## config.mk

```make
export PLATFORM = sky130hd
export DESIGN_NAME = gpa_input_port
export DESIGN_NICKNAME = d
export VERILOG_FILES = /design/src/gpa_pkg.sv /design/src/gpa_input_port.sv
export SDC_FILE = /design/constraint.sdc
export NUM_CORES = 1
export LEC_CHECK = 0
export BUFFER_PORTS_ARGS = -buffer_cell sky130_fd_sc_hd__buf_2
export CORE_MARGIN = 3
export CORE_UTILIZATION = 32
export DETAILED_ROUTE_END_ITERATION = 6
export GPL_TIMING_DRIVEN = 0
export MAX_ROUTING_LAYER = met4
export SLEW_MARGIN = 0
export SYNTH_ARGS = -nofsm -noshare
export SYNTH_HDL_FRONTEND = slang
export SYNTH_SLANG_ARGS = --single-unit
```

## constraint.sdc

```tcl
create_clock -name aclk -period 4.7 [get_ports aclk]
set_clock_uncertainty 0.15 [all_clocks]
set_input_delay 0.94 -clock aclk [delete_from_list [all_inputs] [get_ports aclk]]
set_output_delay 0.94 -clock aclk [all_outputs]
set_load 0.01 [all_outputs]
```

## src/gpa_pkg.sv

```systemverilog
// Package of constants for the four-bit input port with interrupts
//****************************************************************
// Contract
// - Debounced level accepted after two stable ticks
// - Edge select 0 rising, 1 falling
// - Bypass 0 debounced, 1 direct, per bit
// - Mask 0 stores no new request
// - All mask bits clear after reset
// - Only edges after unmasking are stored
// - Write one clears flag, zero ignored
// - Edge select change may set flag
// - Pull disable 1 removes fitted pull
// - Bits 0..2 give debounced test variables
// - Bits 0,3 clock event counter, configured
// - Bit 3 gives raw counter start/stop
// - Status register reads live pin levels
// - Sleep watches reset combination, wakes
// - Clock select 0 div 256, 1 div 32
//****************************************************************
package gpa_pkg;

   //****************************************************************
   // Register byte addresses
   //****************************************************************
   localparam logic [7:0] ADDR_LEVEL  = 8'h00;
   localparam logic [7:0] ADDR_MASK   = 8'h04;
   localparam logic [7:0] ADDR_FLAGS  = 8'h08;
   localparam logic [7:0] ADDR_EDGE   = 8'h0C;
   localparam logic [7:0] ADDR_BYPASS = 8'h10;
   localparam logic [7:0] ADDR_PULL   = 8'h14;
   localparam logic [7:0] ADDR_PRESC  = 8'h18;
   localparam logic [7:0] ADDR_COMBO  = 8'h1C;

   //****************************************************************
   // Register index codes used by the decoder
   //****************************************************************
   typedef enum {
      REG_LEVEL, REG_MASK, REG_FLAGS, REG_EDGE, REG_BYPASS,
      REG_PULL, REG_PRESC, REG_COMBO, REG_NONE
   } gpa_reg_t;

   //****************************************************************
   // Field positions and reset values
   //****************************************************************
   localparam int         PRESC_DEB_SEL_BIT = 0;
   localparam int         COMBO_SEL_LSB     = 0;
   localparam int         COMBO_LVL_LSB     = 4;
   localparam logic [3:0] RST_NIBBLE        = 4'h0;
   localparam logic [7:0] RST_COMBO         = 8'h00;

   //****************************************************************
   // Debounce clock dividers (system clock cycles per tick)
   //****************************************************************
   localparam int         DIV_SLOW       = 256;
   localparam int         DIV_FAST       = 32;
   localparam logic [7:0] DIV_SLOW_LAST  = 8'(DIV_SLOW - 1);
   localparam logic [4:0] DIV_FAST_LAST  = 5'(DIV_FAST - 1);

   //****************************************************************
   // Bus responses
   //****************************************************************
   localparam logic [1:0] RESP_OKAY   = 2'h0;
   localparam logic [1:0] RESP_SLVERR = 2'h2;

endpackage

```

## src/gpa_input_port.sv

```systemverilog
// Four-bit input port with debouncers, edge interrupts and AXI4-Lite
//
// Chosen here: the register offsets and the AXI4-Lite slave port.
`timescale 1ns/1ps
module gpa_input_port #(
   parameter logic [3:0] MASK_FITTED_PULLUP   = 4'h0,
   parameter logic [3:0] MASK_FITTED_PULLDOWN = 4'hF
) (
   // Clock and reset
   input  wire logic        aclk,
   input  wire logic        aresetn,
   // AXI4-Lite write address
   input  wire logic [7:0]  s_axi_awaddr,
   input  wire logic        s_axi_awvalid,
   output      logic        s_axi_awready,
   // AXI4-Lite write data
   input  wire logic [31:0] s_axi_wdata,
   input  wire logic [3:0]  s_axi_wstrb,
   input  wire logic        s_axi_wvalid,
   output      logic        s_axi_wready,
   // AXI4-Lite write response
   output      logic [1:0]  s_axi_bresp,
   output      logic        s_axi_bvalid,
   input  wire logic        s_axi_bready,
   // AXI4-Lite read address
   input  wire logic [7:0]  s_axi_araddr,
   input  wire logic        s_axi_arvalid,
   output      logic        s_axi_arready,
   // AXI4-Lite read data
   output      logic [31:0] s_axi_rdata,
   output      logic [1:0]  s_axi_rresp,
   output      logic        s_axi_rvalid,
   input  wire logic        s_axi_rready,
   // Port pins and pull control
   input  wire logic [3:0]  input_pins,
   output      logic [3:0]  pullup_on,
   output      logic [3:0]  pulldown_on,
   // CPU and counter side
   output      logic        branch_test_one,
   output      logic        branch_test_two,
   output      logic        branch_test_three,
   output      logic        event_clock_bit0,
   output      logic        event_clock_bit3,
   output      logic        msc_start_stop,
   // Sleep and interrupt
   input  wire logic        sleep_mode,
   output      logic        wake_request,
   output      logic        irq
);

   //****************************************************************
   // Declarations
   //****************************************************************
   logic [3:0]  mask_q, flags_q, edge_q, bypass_q, pull_off_q;
   logic        deb_sel_q;
   logic [7:0]  combo_q;
   logic [7:0]  presc_q;
   logic        deb_tick;
   logic [3:0]  cand_q, deb_q, eff_q;
   logic [3:0]  src, eff, edge_evt, set_evt, clr_req;
   logic        aw_have_q, w_have_q, bvalid_q, rvalid_q;
   logic [7:0]  awaddr_q;
   logic [31:0] wdata_q, rdata_q;
   logic [3:0]  wstrb_q;
   logic [1:0]  bresp_q, rresp_q;
   logic        wr_fire;
   gpa_pkg::gpa_reg_t wr_reg, rd_reg;
   logic [7:0]  wr_byte;
   logic        ec0_q, ec3_q, msc_q, wake_q;
   logic [2:0]  test_q;

   // Map a byte address onto a register index
   function automatic gpa_pkg::gpa_reg_t decode(input logic [7:0] addr);
      case (addr)
         gpa_pkg::ADDR_LEVEL:  decode = gpa_pkg::REG_LEVEL;
         gpa_pkg::ADDR_MASK:   decode = gpa_pkg::REG_MASK;
         gpa_pkg::ADDR_FLAGS:  decode = gpa_pkg::REG_FLAGS;
         gpa_pkg::ADDR_EDGE:   decode = gpa_pkg::REG_EDGE;
         gpa_pkg::ADDR_BYPASS: decode = gpa_pkg::REG_BYPASS;
         gpa_pkg::ADDR_PULL:   decode = gpa_pkg::REG_PULL;
         gpa_pkg::ADDR_PRESC:  decode = gpa_pkg::REG_PRESC;
         gpa_pkg::ADDR_COMBO:  decode = gpa_pkg::REG_COMBO;
         default:              decode = gpa_pkg::REG_NONE;
      endcase
   endfunction

   //****************************************************************
   // AXI4-Lite write path
   //****************************************************************
   // Address and data are taken in either order, then answered
   assign s_axi_awready = !aw_have_q && !bvalid_q;
   assign s_axi_wready  = !w_have_q && !bvalid_q;
   assign wr_fire       = aw_have_q && w_have_q && !bvalid_q;
   assign wr_reg        = decode(awaddr_q);
   assign wr_byte       = wstrb_q[0] ? wdata_q[7:0] : 8'h00;
   assign s_axi_bvalid  = bvalid_q;
   assign s_axi_bresp   = bresp_q;

   // Write channel capture and response
   always_ff @(posedge aclk) begin
      if (!aresetn) begin
         aw_have_q <= 1'b0;
         w_have_q  <= 1'b0;
         bvalid_q  <= 1'b0;
         awaddr_q  <= 8'h00;
         wdata_q   <= 32'h0000_0000;
         wstrb_q   <= 4'h0;
         bresp_q   <= gpa_pkg::RESP_OKAY;
      end else begin
         if (s_axi_awvalid && s_axi_awready) begin
            aw_have_q <= 1'b1;
            awaddr_q  <= s_axi_awaddr;
         end
         if (s_axi_wvalid && s_axi_wready) begin
            w_have_q <= 1'b1;
            wdata_q  <= s_axi_wdata;
            wstrb_q  <= s_axi_wstrb;
         end
         if (wr_fire) begin
            aw_have_q <= 1'b0;
            w_have_q  <= 1'b0;
            bvalid_q  <= 1'b1;
            bresp_q   <= (wr_reg == gpa_pkg::REG_NONE) ? gpa_pkg::RESP_SLVERR
                                                       : gpa_pkg::RESP_OKAY;
         end else if (bvalid_q && s_axi_bready) begin
            bvalid_q <= 1'b0;
         end
      end
   end

   //****************************************************************
   // Configuration registers
   //****************************************************************
   // Software writable settings, low byte lane only
   always_ff @(posedge aclk) begin
      if (!aresetn) begin
         mask_q     <= gpa_pkg::RST_NIBBLE;
         edge_q     <= gpa_pkg::RST_NIBBLE;
         bypass_q   <= gpa_pkg::RST_NIBBLE;
         pull_off_q <= gpa_pkg::RST_NIBBLE;
         deb_sel_q  <= 1'b0;
         combo_q    <= gpa_pkg::RST_COMBO;
      end else if (wr_fire && wstrb_q[0]) begin
         case (wr_reg)
            gpa_pkg::REG_MASK:   mask_q     <= wr_byte[3:0];
            gpa_pkg::REG_EDGE:   edge_q     <= wr_byte[3:0];
            gpa_pkg::REG_BYPASS: bypass_q   <= wr_byte[3:0];
            gpa_pkg::REG_PULL:   pull_off_q <= wr_byte[3:0];
            gpa_pkg::REG_PRESC:
               deb_sel_q <= wr_byte[gpa_pkg::PRESC_DEB_SEL_BIT];
            gpa_pkg::REG_COMBO:  combo_q    <= wr_byte;
            default:             mask_q     <= mask_q;
         endcase
      end
   end

   //****************************************************************
   // AXI4-Lite read path
   //****************************************************************
   assign s_axi_arready = !rvalid_q;
   assign rd_reg        = decode(s_axi_araddr);
   assign s_axi_rvalid  = rvalid_q;
   assign s_axi_rdata   = rdata_q;
   assign s_axi_rresp   = rresp_q;

   // Read data capture, live pin levels for the status register
   always_ff @(posedge aclk) begin
      if (!aresetn) begin
         rvalid_q <= 1'b0;
         rdata_q  <= 32'h0000_0000;
         rresp_q  <= gpa_pkg::RESP_OKAY;
      end else if (s_axi_arvalid && s_axi_arready) begin
         rvalid_q <= 1'b1;
         rresp_q  <= gpa_pkg::RESP_OKAY;
         rdata_q  <= 32'h0000_0000;
         case (rd_reg)
            gpa_pkg::REG_LEVEL:  rdata_q[3:0] <= input_pins;
            gpa_pkg::REG_MASK:   rdata_q[3:0] <= mask_q;
            gpa_pkg::REG_FLAGS:  rdata_q[3:0] <= flags_q;
            gpa_pkg::REG_EDGE:   rdata_q[3:0] <= edge_q;
            gpa_pkg::REG_BYPASS: rdata_q[3:0] <= bypass_q;
            gpa_pkg::REG_PULL:   rdata_q[3:0] <= pull_off_q;
            gpa_pkg::REG_PRESC:  rdata_q[0]   <= deb_sel_q;
            gpa_pkg::REG_COMBO:  rdata_q[7:0] <= combo_q;
            default:             rresp_q      <= gpa_pkg::RESP_SLVERR;
         endcase
      end else if (rvalid_q && s_axi_rready) begin
         rvalid_q <= 1'b0;
      end
   end

   //****************************************************************
   // Debounce clock prescaler
   //****************************************************************
   // Free divider, tick every 256 or 32 system clocks
   always_ff @(posedge aclk) begin
      if (!aresetn) begin
         presc_q <= 8'h00;
      end else begin
         presc_q <= presc_q + 8'h01;
      end
   end

   assign deb_tick = deb_sel_q ? (presc_q[4:0] == gpa_pkg::DIV_FAST_LAST)
                               : (presc_q == gpa_pkg::DIV_SLOW_LAST);

   //****************************************************************
   // Per-bit debounce, edge detection and flags
   //****************************************************************
   assign clr_req = (wr_fire && wstrb_q[0] && wr_reg == gpa_pkg::REG_FLAGS)
                  ? wr_byte[3:0] : 4'h0;

   for (genvar n = 0; n < 4; n++) begin : g_bit
      // Level accepted once two ticks in a row see the same value
      always_ff @(posedge aclk) begin
         if (!aresetn) begin
            cand_q[n] <= 1'b0;
            deb_q[n]  <= 1'b0;
         end else if (deb_tick) begin
            cand_q[n] <= input_pins[n];
            if (input_pins[n] == cand_q[n]) begin
               deb_q[n] <= input_pins[n];
            end
         end
      end

      // Source and polarity, rise of eff is the active edge
      assign src[n] = bypass_q[n] ? input_pins[n] : deb_q[n];
      assign eff[n] = src[n] ^ edge_q[n];
      assign edge_evt[n] = eff[n] && !eff_q[n];
      assign set_evt[n]  = edge_evt[n] && mask_q[n];

      // Previous polarity-adjusted level
      always_ff @(posedge aclk) begin
         if (!aresetn) begin
            eff_q[n] <= 1'b0;
         end else begin
            eff_q[n] <= eff[n];
         end
      end

      // Sticky request flag, a new edge beats a clear
      always_ff @(posedge aclk) begin
         if (!aresetn) begin
            flags_q[n] <= 1'b0;
         end else if (set_evt[n]) begin
            flags_q[n] <= 1'b1;
         end else if (clr_req[n]) begin
            flags_q[n] <= 1'b0;
         end
      end

      // Pull drive: fitted resistor unless disabled, also in sleep
      assign pullup_on[n]   = MASK_FITTED_PULLUP[n] && !pull_off_q[n];
      assign pulldown_on[n] = MASK_FITTED_PULLDOWN[n] && !pull_off_q[n]
                            && !MASK_FITTED_PULLUP[n];

      chk_flag_needs_edge: assert property (@(posedge aclk)
         disable iff (!aresetn)
         $rose(flags_q[n]) |-> $past(mask_q[n]) && $past(edge_evt[n]))
         else $error("flag set without unmasked edge");
      chk_masked_no_store: assert property (@(posedge aclk)
         disable iff (!aresetn)
         !mask_q[n] && !flags_q[n] |=> !flags_q[n])
         else $error("masked edge stored a flag");
      chk_unmasked_edge_stored: assert property (@(posedge aclk)
         disable iff (!aresetn)
         edge_evt[n] && mask_q[n] |=> flags_q[n])
         else $error("unmasked edge not stored");
      chk_one_clears_flag: assert property (@(posedge aclk)
         disable iff (!aresetn)
         clr_req[n] && !set_evt[n] |=> !flags_q[n])
         else $error("write one did not clear flag");
      chk_set_beats_clear: assert property (@(posedge aclk)
         disable iff (!aresetn)
         clr_req[n] && set_evt[n] |=> flags_q[n])
         else $error("clear won over new edge");
      chk_direct_source: assert property (@(posedge aclk)
         disable iff (!aresetn)
         bypass_q[n] && $changed(input_pins[n]) && !$changed(edge_q[n])
         |-> edge_evt[n] == (input_pins[n] ^ edge_q[n]))
         else $error("direct input edge missed");
      chk_debounce_stable: assert property (@(posedge aclk)
         disable iff (!aresetn)
         $changed(deb_q[n]) |-> $past(deb_tick)
         && $past(input_pins[n]) == $past(cand_q[n]))
         else $error("debounced level changed unstable");
      chk_edge_flip_irq: assert property (@(posedge aclk)
         disable iff (!aresetn)
         !src[n] && $rose(edge_q[n]) && !$past(src[n]) && mask_q[n]
         |=> flags_q[n])
         else $error("edge select change did not set flag");
      chk_pull_off: assert property (@(posedge aclk)
         disable iff (!aresetn)
         pull_off_q[n] |-> !pullup_on[n] && !pulldown_on[n])
         else $error("pull active while disabled");
      chk_pull_exclusive: assert property (@(posedge aclk)
         disable iff (!aresetn)
         !(pullup_on[n] && pulldown_on[n]))
         else $error("pull-up and pull-down both on");
   end

   //****************************************************************
   // CPU test variables, counter clocks and millisecond control
   //****************************************************************
   // Registered copies of the derived signals
   always_ff @(posedge aclk) begin
      if (!aresetn) begin
         test_q <= 3'h0;
         ec0_q  <= 1'b0;
         ec3_q  <= 1'b0;
         msc_q  <= 1'b0;
      end else begin
         test_q <= deb_q[2:0];
         ec0_q  <= eff[0];
         ec3_q  <= eff[3];
         msc_q  <= input_pins[3];
      end
   end

   assign branch_test_one   = test_q[0];
   assign branch_test_two   = test_q[1];
   assign branch_test_three = test_q[2];
   assign event_clock_bit0  = ec0_q;
   assign event_clock_bit3  = ec3_q;
   assign msc_start_stop    = msc_q;

   //****************************************************************
   // Sleep wake-up and interrupt output
   //****************************************************************
   // Wake when all selected pins sit at their programmed levels
   always_ff @(posedge aclk) begin
      if (!aresetn) begin
         wake_q <= 1'b0;
      end else begin
         wake_q <= sleep_mode && (combo_q[3:0] != 4'h0)
                && (((input_pins ^ combo_q[7:4]) & combo_q[3:0]) == 4'h0);
      end
   end

   assign wake_request = wake_q;
   assign irq          = |(flags_q & mask_q);

   chk_mask_reset: assert property (@(posedge aclk)
      !aresetn |=> mask_q == 4'h0 && flags_q == 4'h0)
      else $error("mask or flags not cleared by reset");
   chk_test_vars: assert property (@(posedge aclk)
      disable iff (!aresetn)
      $past(aresetn) |-> test_q == $past(deb_q[2:0]))
      else $error("test variable not debounced level");
   chk_event_clock0: assert property (@(posedge aclk)
      disable iff (!aresetn)
      $past(aresetn) |-> event_clock_bit0 == (($past(bypass_q[0])
      ? $past(input_pins[0]) : $past(deb_q[0])) ^ $past(edge_q[0])))
      else $error("event clock bit 0 wrong source");
   chk_event_clock3: assert property (@(posedge aclk)
      disable iff (!aresetn)
      $past(aresetn) |-> event_clock_bit3 == (($past(bypass_q[3])
      ? $past(input_pins[3]) : $past(deb_q[3])) ^ $past(edge_q[3])))
      else $error("event clock bit 3 wrong source");
   chk_msc_raw: assert property (@(posedge aclk)
      disable iff (!aresetn)
      $past(aresetn) |-> msc_start_stop == $past(input_pins[3]))
      else $error("start/stop not raw pin level");
   chk_tick_spacing: assert property (@(posedge aclk)
      disable iff (!aresetn)
      deb_tick |=> !deb_tick [*8])
      else $error("debounce ticks too close");
   chk_wake_match: assert property (@(posedge aclk)
      disable iff (!aresetn)
      sleep_mode && combo_q[3:0] != 4'h0
      && ((input_pins ^ combo_q[7:4]) & combo_q[3:0]) == 4'h0
      |=> wake_request)
      else $error("no wake on matching combination");
   chk_wake_sleep_only: assert property (@(posedge aclk)
      disable iff (!aresetn)
      !sleep_mode |=> !wake_request)
      else $error("wake request outside sleep");
   chk_level_read: assert property (@(posedge aclk)
      disable iff (!aresetn)
      s_axi_arvalid && s_axi_arready && rd_reg == gpa_pkg::REG_LEVEL
      |=> s_axi_rvalid && s_axi_rdata[3:0] == $past(input_pins))
      else $error("status read not live pins");

endmodule

```

==> metrics.yaml, run 1 <==
end_kind: "primary output"
die_w_um: 118
cts.sinks: 89
dp_cells: 693
cts_resized: 0
crit_arrival_ns: 1.15
p_clk_share_pct: 43.6
nets: 602
grt_pass1_wl_um: 16300
port_buffers: 61
hold_start: "presc_q[0]"
antenna_cells: 0
rrSetupSlack_ns: 2.84
drcViolationCount: 0
die_y_um: 118
combPwrFrac_pct: 8.7
syn-cell-area_sq_um: 4020
drt-total-wl_um: 9920
synth_edf_count: 0
cts_setup_buffers: 0
hold_slack_ns: 0.285
total_power_uw: 1660
grt_pass1_vias: 3254
h-tree-depth: 3
grt_util_all_layers_pct: 15.0
clk_latency_ns: 0.35
grt_max_degree: 16
dieArea_sq_um: 13900
timing.fmax_mhz: 446
route.antenna.remaining_nets: 0
maxCapViolCount: 0
hold_path_class: "flop to flop"
hold_viol: 0
path_max_fanout: 4
syn_area_per_cell_sq_um: 9.24
switching_power_uw: 405
stdcell_count: 709
drive_gt1_share_pct: 24.4
clkSlewWorstSetupHoldPaths_ns: 0.06
p_int_uw: 1250
dr.pass1.iters: 4
setup_viol_count_final: 0
synthArstFlopShare_pct: 0
drt_iter0_drc: 210
finalCriticalPeriod_ns: 2.24
antenna_found_initial: 0
cts_buffers: 9
synth-main-ff-cell: "dfxtp_1"
cp.required_ns: 3.61
ys_seq_elements: 89
r2r-start: "presc_q[0]"
holdPathEnd: "presc_q[0]"
dpl.hpwl_um: 7670
power_frac_seq_pct: 47.7
syn_inst: 435
worstSetupPathType: "flop to primary output"
rows: 40
cp-start-kind: "flop"
reg2reg_depth: 8
vias: 3252
yosys.cell_types.count: 54
cts_root_buffer: "clkbuf_16"
grt_setup_unrepaired: "false"
final_util_pct: 40.6
period_share_pct: 47.7
relSlewSlack_pct: 51.9
holdBufCountCts: 0
post_drt_wl_per_cell_um: 14.0
core_sq_um: 12200
clockBufferDepth: 2
cts_tree: "built"
place_congestion: 0.885
overflow: 0
power.density_nw_per_um2: 335
start_util_pct: 33.0
setup_tns_ns: 0
max-vdd-ir-drop_mv: 0.165
finalMaxSlewViolations: 0
status: "completed"
hold_depth: 1
synth-warning-count: 0
io_pins: 121
fillers: 1253
tightest_slew_ns: 0.722
vias_per_cell: 4.59
syn_to_final_growth_pct: 22.9
reg2reg_to: "deb_q[1]"
seq_area_frac_synth_pct: 44.3
p_leak_uw: 0.00206
swShare_pct: 24.5
## worst max-delay path by stage
stage | to | from | slack (ns) | depth (start not counted)
global placement | s_axi_rdata[7] | aresetn | 2.09 | 5
global route | presc_q[2] | aresetn | 2.30 | 5
finish | irq | mask_q[2] | 2.46 | 3
CTS | irq | mask_q[2] | 2.45 | 3
floorplan | s_axi_rdata[0] | s_axi_araddr[0] | 2.54 | 4
detailed placement | s_axi_rdata[7] | aresetn | 2.08 | 5
## kinds of logic (layout without fill, tap and decap cells)
group / count (synthesis) / after routing / share of synthesized area, %
flip-flops: 89 / 89 / 44.3
adder cells (fa/ha/maj): 2 / 2 / 0.623
XOR/XNOR: 11 / 11 / 2.40
AND/OR/NAND/NOR: 161 / 161 / 21.4
AO/OA/AOI/OAI: 72 / 72 / 11.7
buffers and inverters: 61 / 138 / 9.03
multiplexers: 38 / 38 / 10.4
other: 1 / 30 / 0.0933
## synthesized netlist by cell type (all sizes together) (4+ instances only)
cell / count / area [sq um]
inv: 9 / 33.8
a31oi: 5 / 31.3
nand2: 56 / 213
mux2i: 35 / 350
a32o: 4 / 40.0
buf: 42 / 290
a22oi: 7 / 52.6
nor2: 19 / 71.3
a21boi: 8 / 60.1
nand3: 30 / 150
dfxtp: 89 / 1780
and2: 11 / 68.8
o21ai: 28 / 144
xor2: 10 / 87.6
a21oi: 9 / 45.0
nor2b: 17 / 106
clkbuf: 10 / 38.8
## placed cells by master, fill, tap and decap left out, types with 11 or more instances in the layout
| cell type | count |
|---|---|
| nor2b_1 | 17 |
| conb_1 | 30 |
| o21ai_0 | 24 |
| dfxtp_1 | 89 |
| nand3_1 | 30 |
| nor2_1 | 19 |
| mux2i_1 | 35 |
| buf_4 | 33 |
| buf_2 | 68 |
| and2_1 | 11 |
| nand2_1 | 55 |
## per-stage QoR
step	area (sq um)	worst slack (ns)
2_1_floorplan	4130	2.54
3_3_place_gp	4640	2.09
3_5_place_dp	4640	2.08
4_1_cts	4940	2.45
5_1_grt	4940	2.30
6_report	4940	2.46
## power by group through the flow
stage          clock network (uW)  registers (uW)  logic [uW]
2_1_floorplan                   0             804        98.8
3_3_place_gp                    0             806         141
3_5_place_dp                    0             807         144
4_1_cts                       743             790         144
5_1_grt                       763             792         162
6_report                      722             790         144
## state kept, by name, summed over array words and instances (netlist names), 2 cells and up, named ones only
name and count:
awaddr_q 8, combo_q 8, presc_q 8, s_axi_rdata 8, wdata_q 8, bypass_q 4
cand_q 4, deb_q 4, edge_q 4, flags_q 4, mask_q 4, pull_off_q 4
test_q 3, eff_q 2
## cell type report
cell class	instances	area, sq um	share of cell area, %
clock inverter	6	67.6	1.37
inverter	9	33.8	0.684
timing repair buffer	61	305	6.18
sequential	89	1780	36.1
multi-input combinational	314	1980	40.1
buffer	52	329	6.66
tap	168	210	4.26
clock buffer	10	229	4.64
## worst max-delay path, stage by stage (launching register included)
cell and delay (ns):
dfxtp_1 0.34, a22oi_1 0.24, nand2_1 0.08, buf_2 0.15
## routing by layer
layer | global-route usage [%] | routed length (um)
met2 | 23.3 | 4500
met1 | 19.1 | 4650
met4 | 4.84 | 150
met3 | 4.13 | 610
met5 | - | 0
No activity file was read; power rests on OpenSTA's default activity.
==> run 2: changes to the inputs <==
clock period = 1.9 ns   (was 4.7 ns; I/O delays follow)
==> run 2 against run 1 <==
Core utilization increased by 0.13 points. Final cell count did not move. Cell area grew 0.33%. Non-clock buffer count unchanged. Sequential cell count did not move. Wire length rose by 0.64%. Via count grew 0.52%. Clock-buffer cell count unchanged. Critical endpoint is now deb_q[1]. Highest routed layer unchanged.
==> metrics.yaml, run 2 (same netlist as run 1, synthesis figures left out) <==
tightest_slew_ns: 0.773  # was 0.722 ns
cts_buffers: 9  # unchanged
r2r-start: "presc_q[0]"  # unchanged
post_drt_wl_per_cell_um: 14.1  # was 14.0 um
cts_tree: "built"  # unchanged
antenna_cells: 0  # unchanged
grt_util_all_layers_pct: 15.0  # unchanged
critical_path.cell_chain: "ha_4, and3_1, ha_1, nand2_1, o21ai_2, buf_6, nand3_1, a31oi_1"  # was a22oi_1, nand2_1, buf_2
dr.pass1.iters: 5  # was 4
setup_tns_ns: 0  # unchanged
vias: 3269  # was 3252
core_sq_um: 12200  # unchanged
max_stage_delay_ns: 0.41  # was 0.34 ns
maxCapViolCount: 0  # unchanged
grt_setup_unrepaired: "false"  # unchanged
cp-start-kind: "flop"  # unchanged
drive_gt1_share_pct: 24.6  # was 24.4%
die_w_um: 118  # unchanged
setup_viol_count_final: 0  # unchanged
rows: 40  # unchanged
layout_common_cells: "dfxtp_1 (89), buf_2 (68), nand2_1 (55), mux2i_1 (35), buf_4 (32)"  # was dfxtp_1 (89), buf_2 (68), nand2_1 (55), mux2i_1 (35), buf_4 (33)
end_kind: "flop"  # was primary output
clockBufferDepth: 2  # unchanged
reg2reg_to: "deb_q[1]"  # unchanged
max-vdd-ir-drop_mv: 0.408  # was 0.165 mV
die_y_um: 118  # unchanged
status: "completed"  # unchanged
finalCriticalPeriod_ns: 1.78
drt_iter0_drc: 207  # was 210
nets: 602  # unchanged
power.density_nw_per_um2: 828  # was 335 nW/um^2
path_delay_family: "flip-flops"  # unchanged
worstSetupPathType: "flop to flop"  # was flop to primary output
hold_viol: 0  # unchanged
finalMaxSlewViolations: 0  # unchanged
antenna_found_initial: 0  # unchanged
p_leak_uw: 0.00205  # was 0.00206 uW
rrSetupSlack_ns: 0.12  # was 2.84 ns
holdPathEnd: "wdata_q[5]"  # was presc_q[0]
drcViolationCount: 0  # unchanged
grt_pass1_vias: 3254  # unchanged
crit_start: "presc_q[0]"  # was mask_q[2]
hold_start: "s_axi_wdata[5]"  # was presc_q[0]
reg2reg_depth: 8  # unchanged
crit_path_top_delay_cell: "dfxtp_1"  # unchanged
hold_path_class: "primary input to flop"  # was flop to flop
dieArea_sq_um: 13900  # unchanged
setup_ws_ns: 0.119  # was 2.46 ns
clk_latency_ns: 0.35  # about the same
io_pins: 121  # unchanged
dp_slack_ns: -0.156  # was 2.08 ns
vias_per_cell: 4.61  # was 4.59
cp_num_buf_inv: 1  # unchanged
start_util_pct: 33.0  # unchanged
hold_depth: 3  # was 1
path_max_fanout: 10  # was 4
period_share_pct: 93.7
crit_arrival_ns: 1.89  # was 1.15 ns
overflow: 0  # unchanged
cp.required_ns: 2.01  # was 3.61 ns
h-tree-depth: 3  # unchanged
grt_max_degree: 16  # unchanged
syn_to_final_growth_pct: 23.3  # was 22.9%
drt-total-wl_um: 9980  # was 9920 um
cts_root_buffer: "clkbuf_16"  # unchanged
port_buffers: 61  # unchanged
dpl.hpwl_um: 7670  # unchanged
final_common_cell: "dfxtp_1"  # unchanged
place_congestion: 0.885  # unchanged
cts.sinks: 89  # unchanged
grt_pass1_wl_um: 16300  # unchanged
timing.fmax_mhz: 562
relSlewSlack_pct: 48.5  # was 51.9%
route.antenna.remaining_nets: 0  # unchanged
clkSlewWorstSetupHoldPaths_ns: 0.06  # about the same
-- run 2: how the worst max path moves through the flow --
stage	endpoint	slack (ns)	cells past startpoint
4_1_cts	deb_q[1]	0.07	8
3_5_place_dp	s_axi_rdata[7]	-0.16	5
5_1_grt	deb_q[0]	0.004	8
3_3_place_gp	s_axi_rdata[7]	-0.15	5
6_report	deb_q[1]	0.12	8
2_1_floorplan	deb_q[0]	0.25	8
-- run 2: routing by layer --
metal | track usage, % | up-vias | routed length [um]
met2 | 23.3 | 113 | 4540
met1 | 19.1 | 1489 | 4620
li1 | - | 1654 | -
met4 | 4.84 | 0 | 151
met5 | - | - | 0
met3 | 4.13 | 13 | 666
-- run 2: what timing repair did --
| item | CTS | global route |
|---|---|---|
| setup buffers | 0 | 0 |
| hold buffers | 0 | 0 |
| endpoints found under the setup margin | 0 | 5 |
| gates resized for setup | 0 | 3 |
-- run 2: through the flow --
| step | hold WS [ns] | utilization (%) | cells | instance area [sq um] | power, uW |
|---|---|---|---|---|---|
| after floorplan | 0.252 | - | 464 | 4130 | 2230 |
| after global placement | 0.263 | 38.2 | 693 | 4640 | 2340 |
| after detailed placement | 0.271 | 38.2 | 693 | 4640 | 2350 |
| after CTS | 0.126 | 40.6 | 709 | 4940 | 4150 |
| after global routing | 0.151 | 40.7 | 709 | 4950 | 4250 |
| final | 0.141 | 40.7 | 709 | 4950 | 4100 |
-- run 2: report_power, final --
part / internal (uW) / switching (uW) / leakage [uW] / total (uW)
combinational: 159 / 201 / 0.00119 / 360
sequential: 1910 / 42.6 / 0.000722 / 1960
clock: 1020 / 762 / 0.000139 / 1790
-- run 2: layout make-up --
type,count,area (sq um)
clock inverter,6,67.6
sequential,89,1780
inverter,9,33.8
multi-input combinational,314,1990
fill,1252,7210
buffer,52,333
timing repair buffer,61,305
clock buffer,10,229
tap,168,210
-- run 2: worst reg2reg max path: stages (launching register included) --
cell	delay (ns)
dfxtp_1	0.41
ha_4	0.18
and3_1	0.15
ha_1	0.14
nand2_1	0.12
o21ai_2	0.14
buf_6	0.17
nand3_1	0.08
a31oi_1	0.16
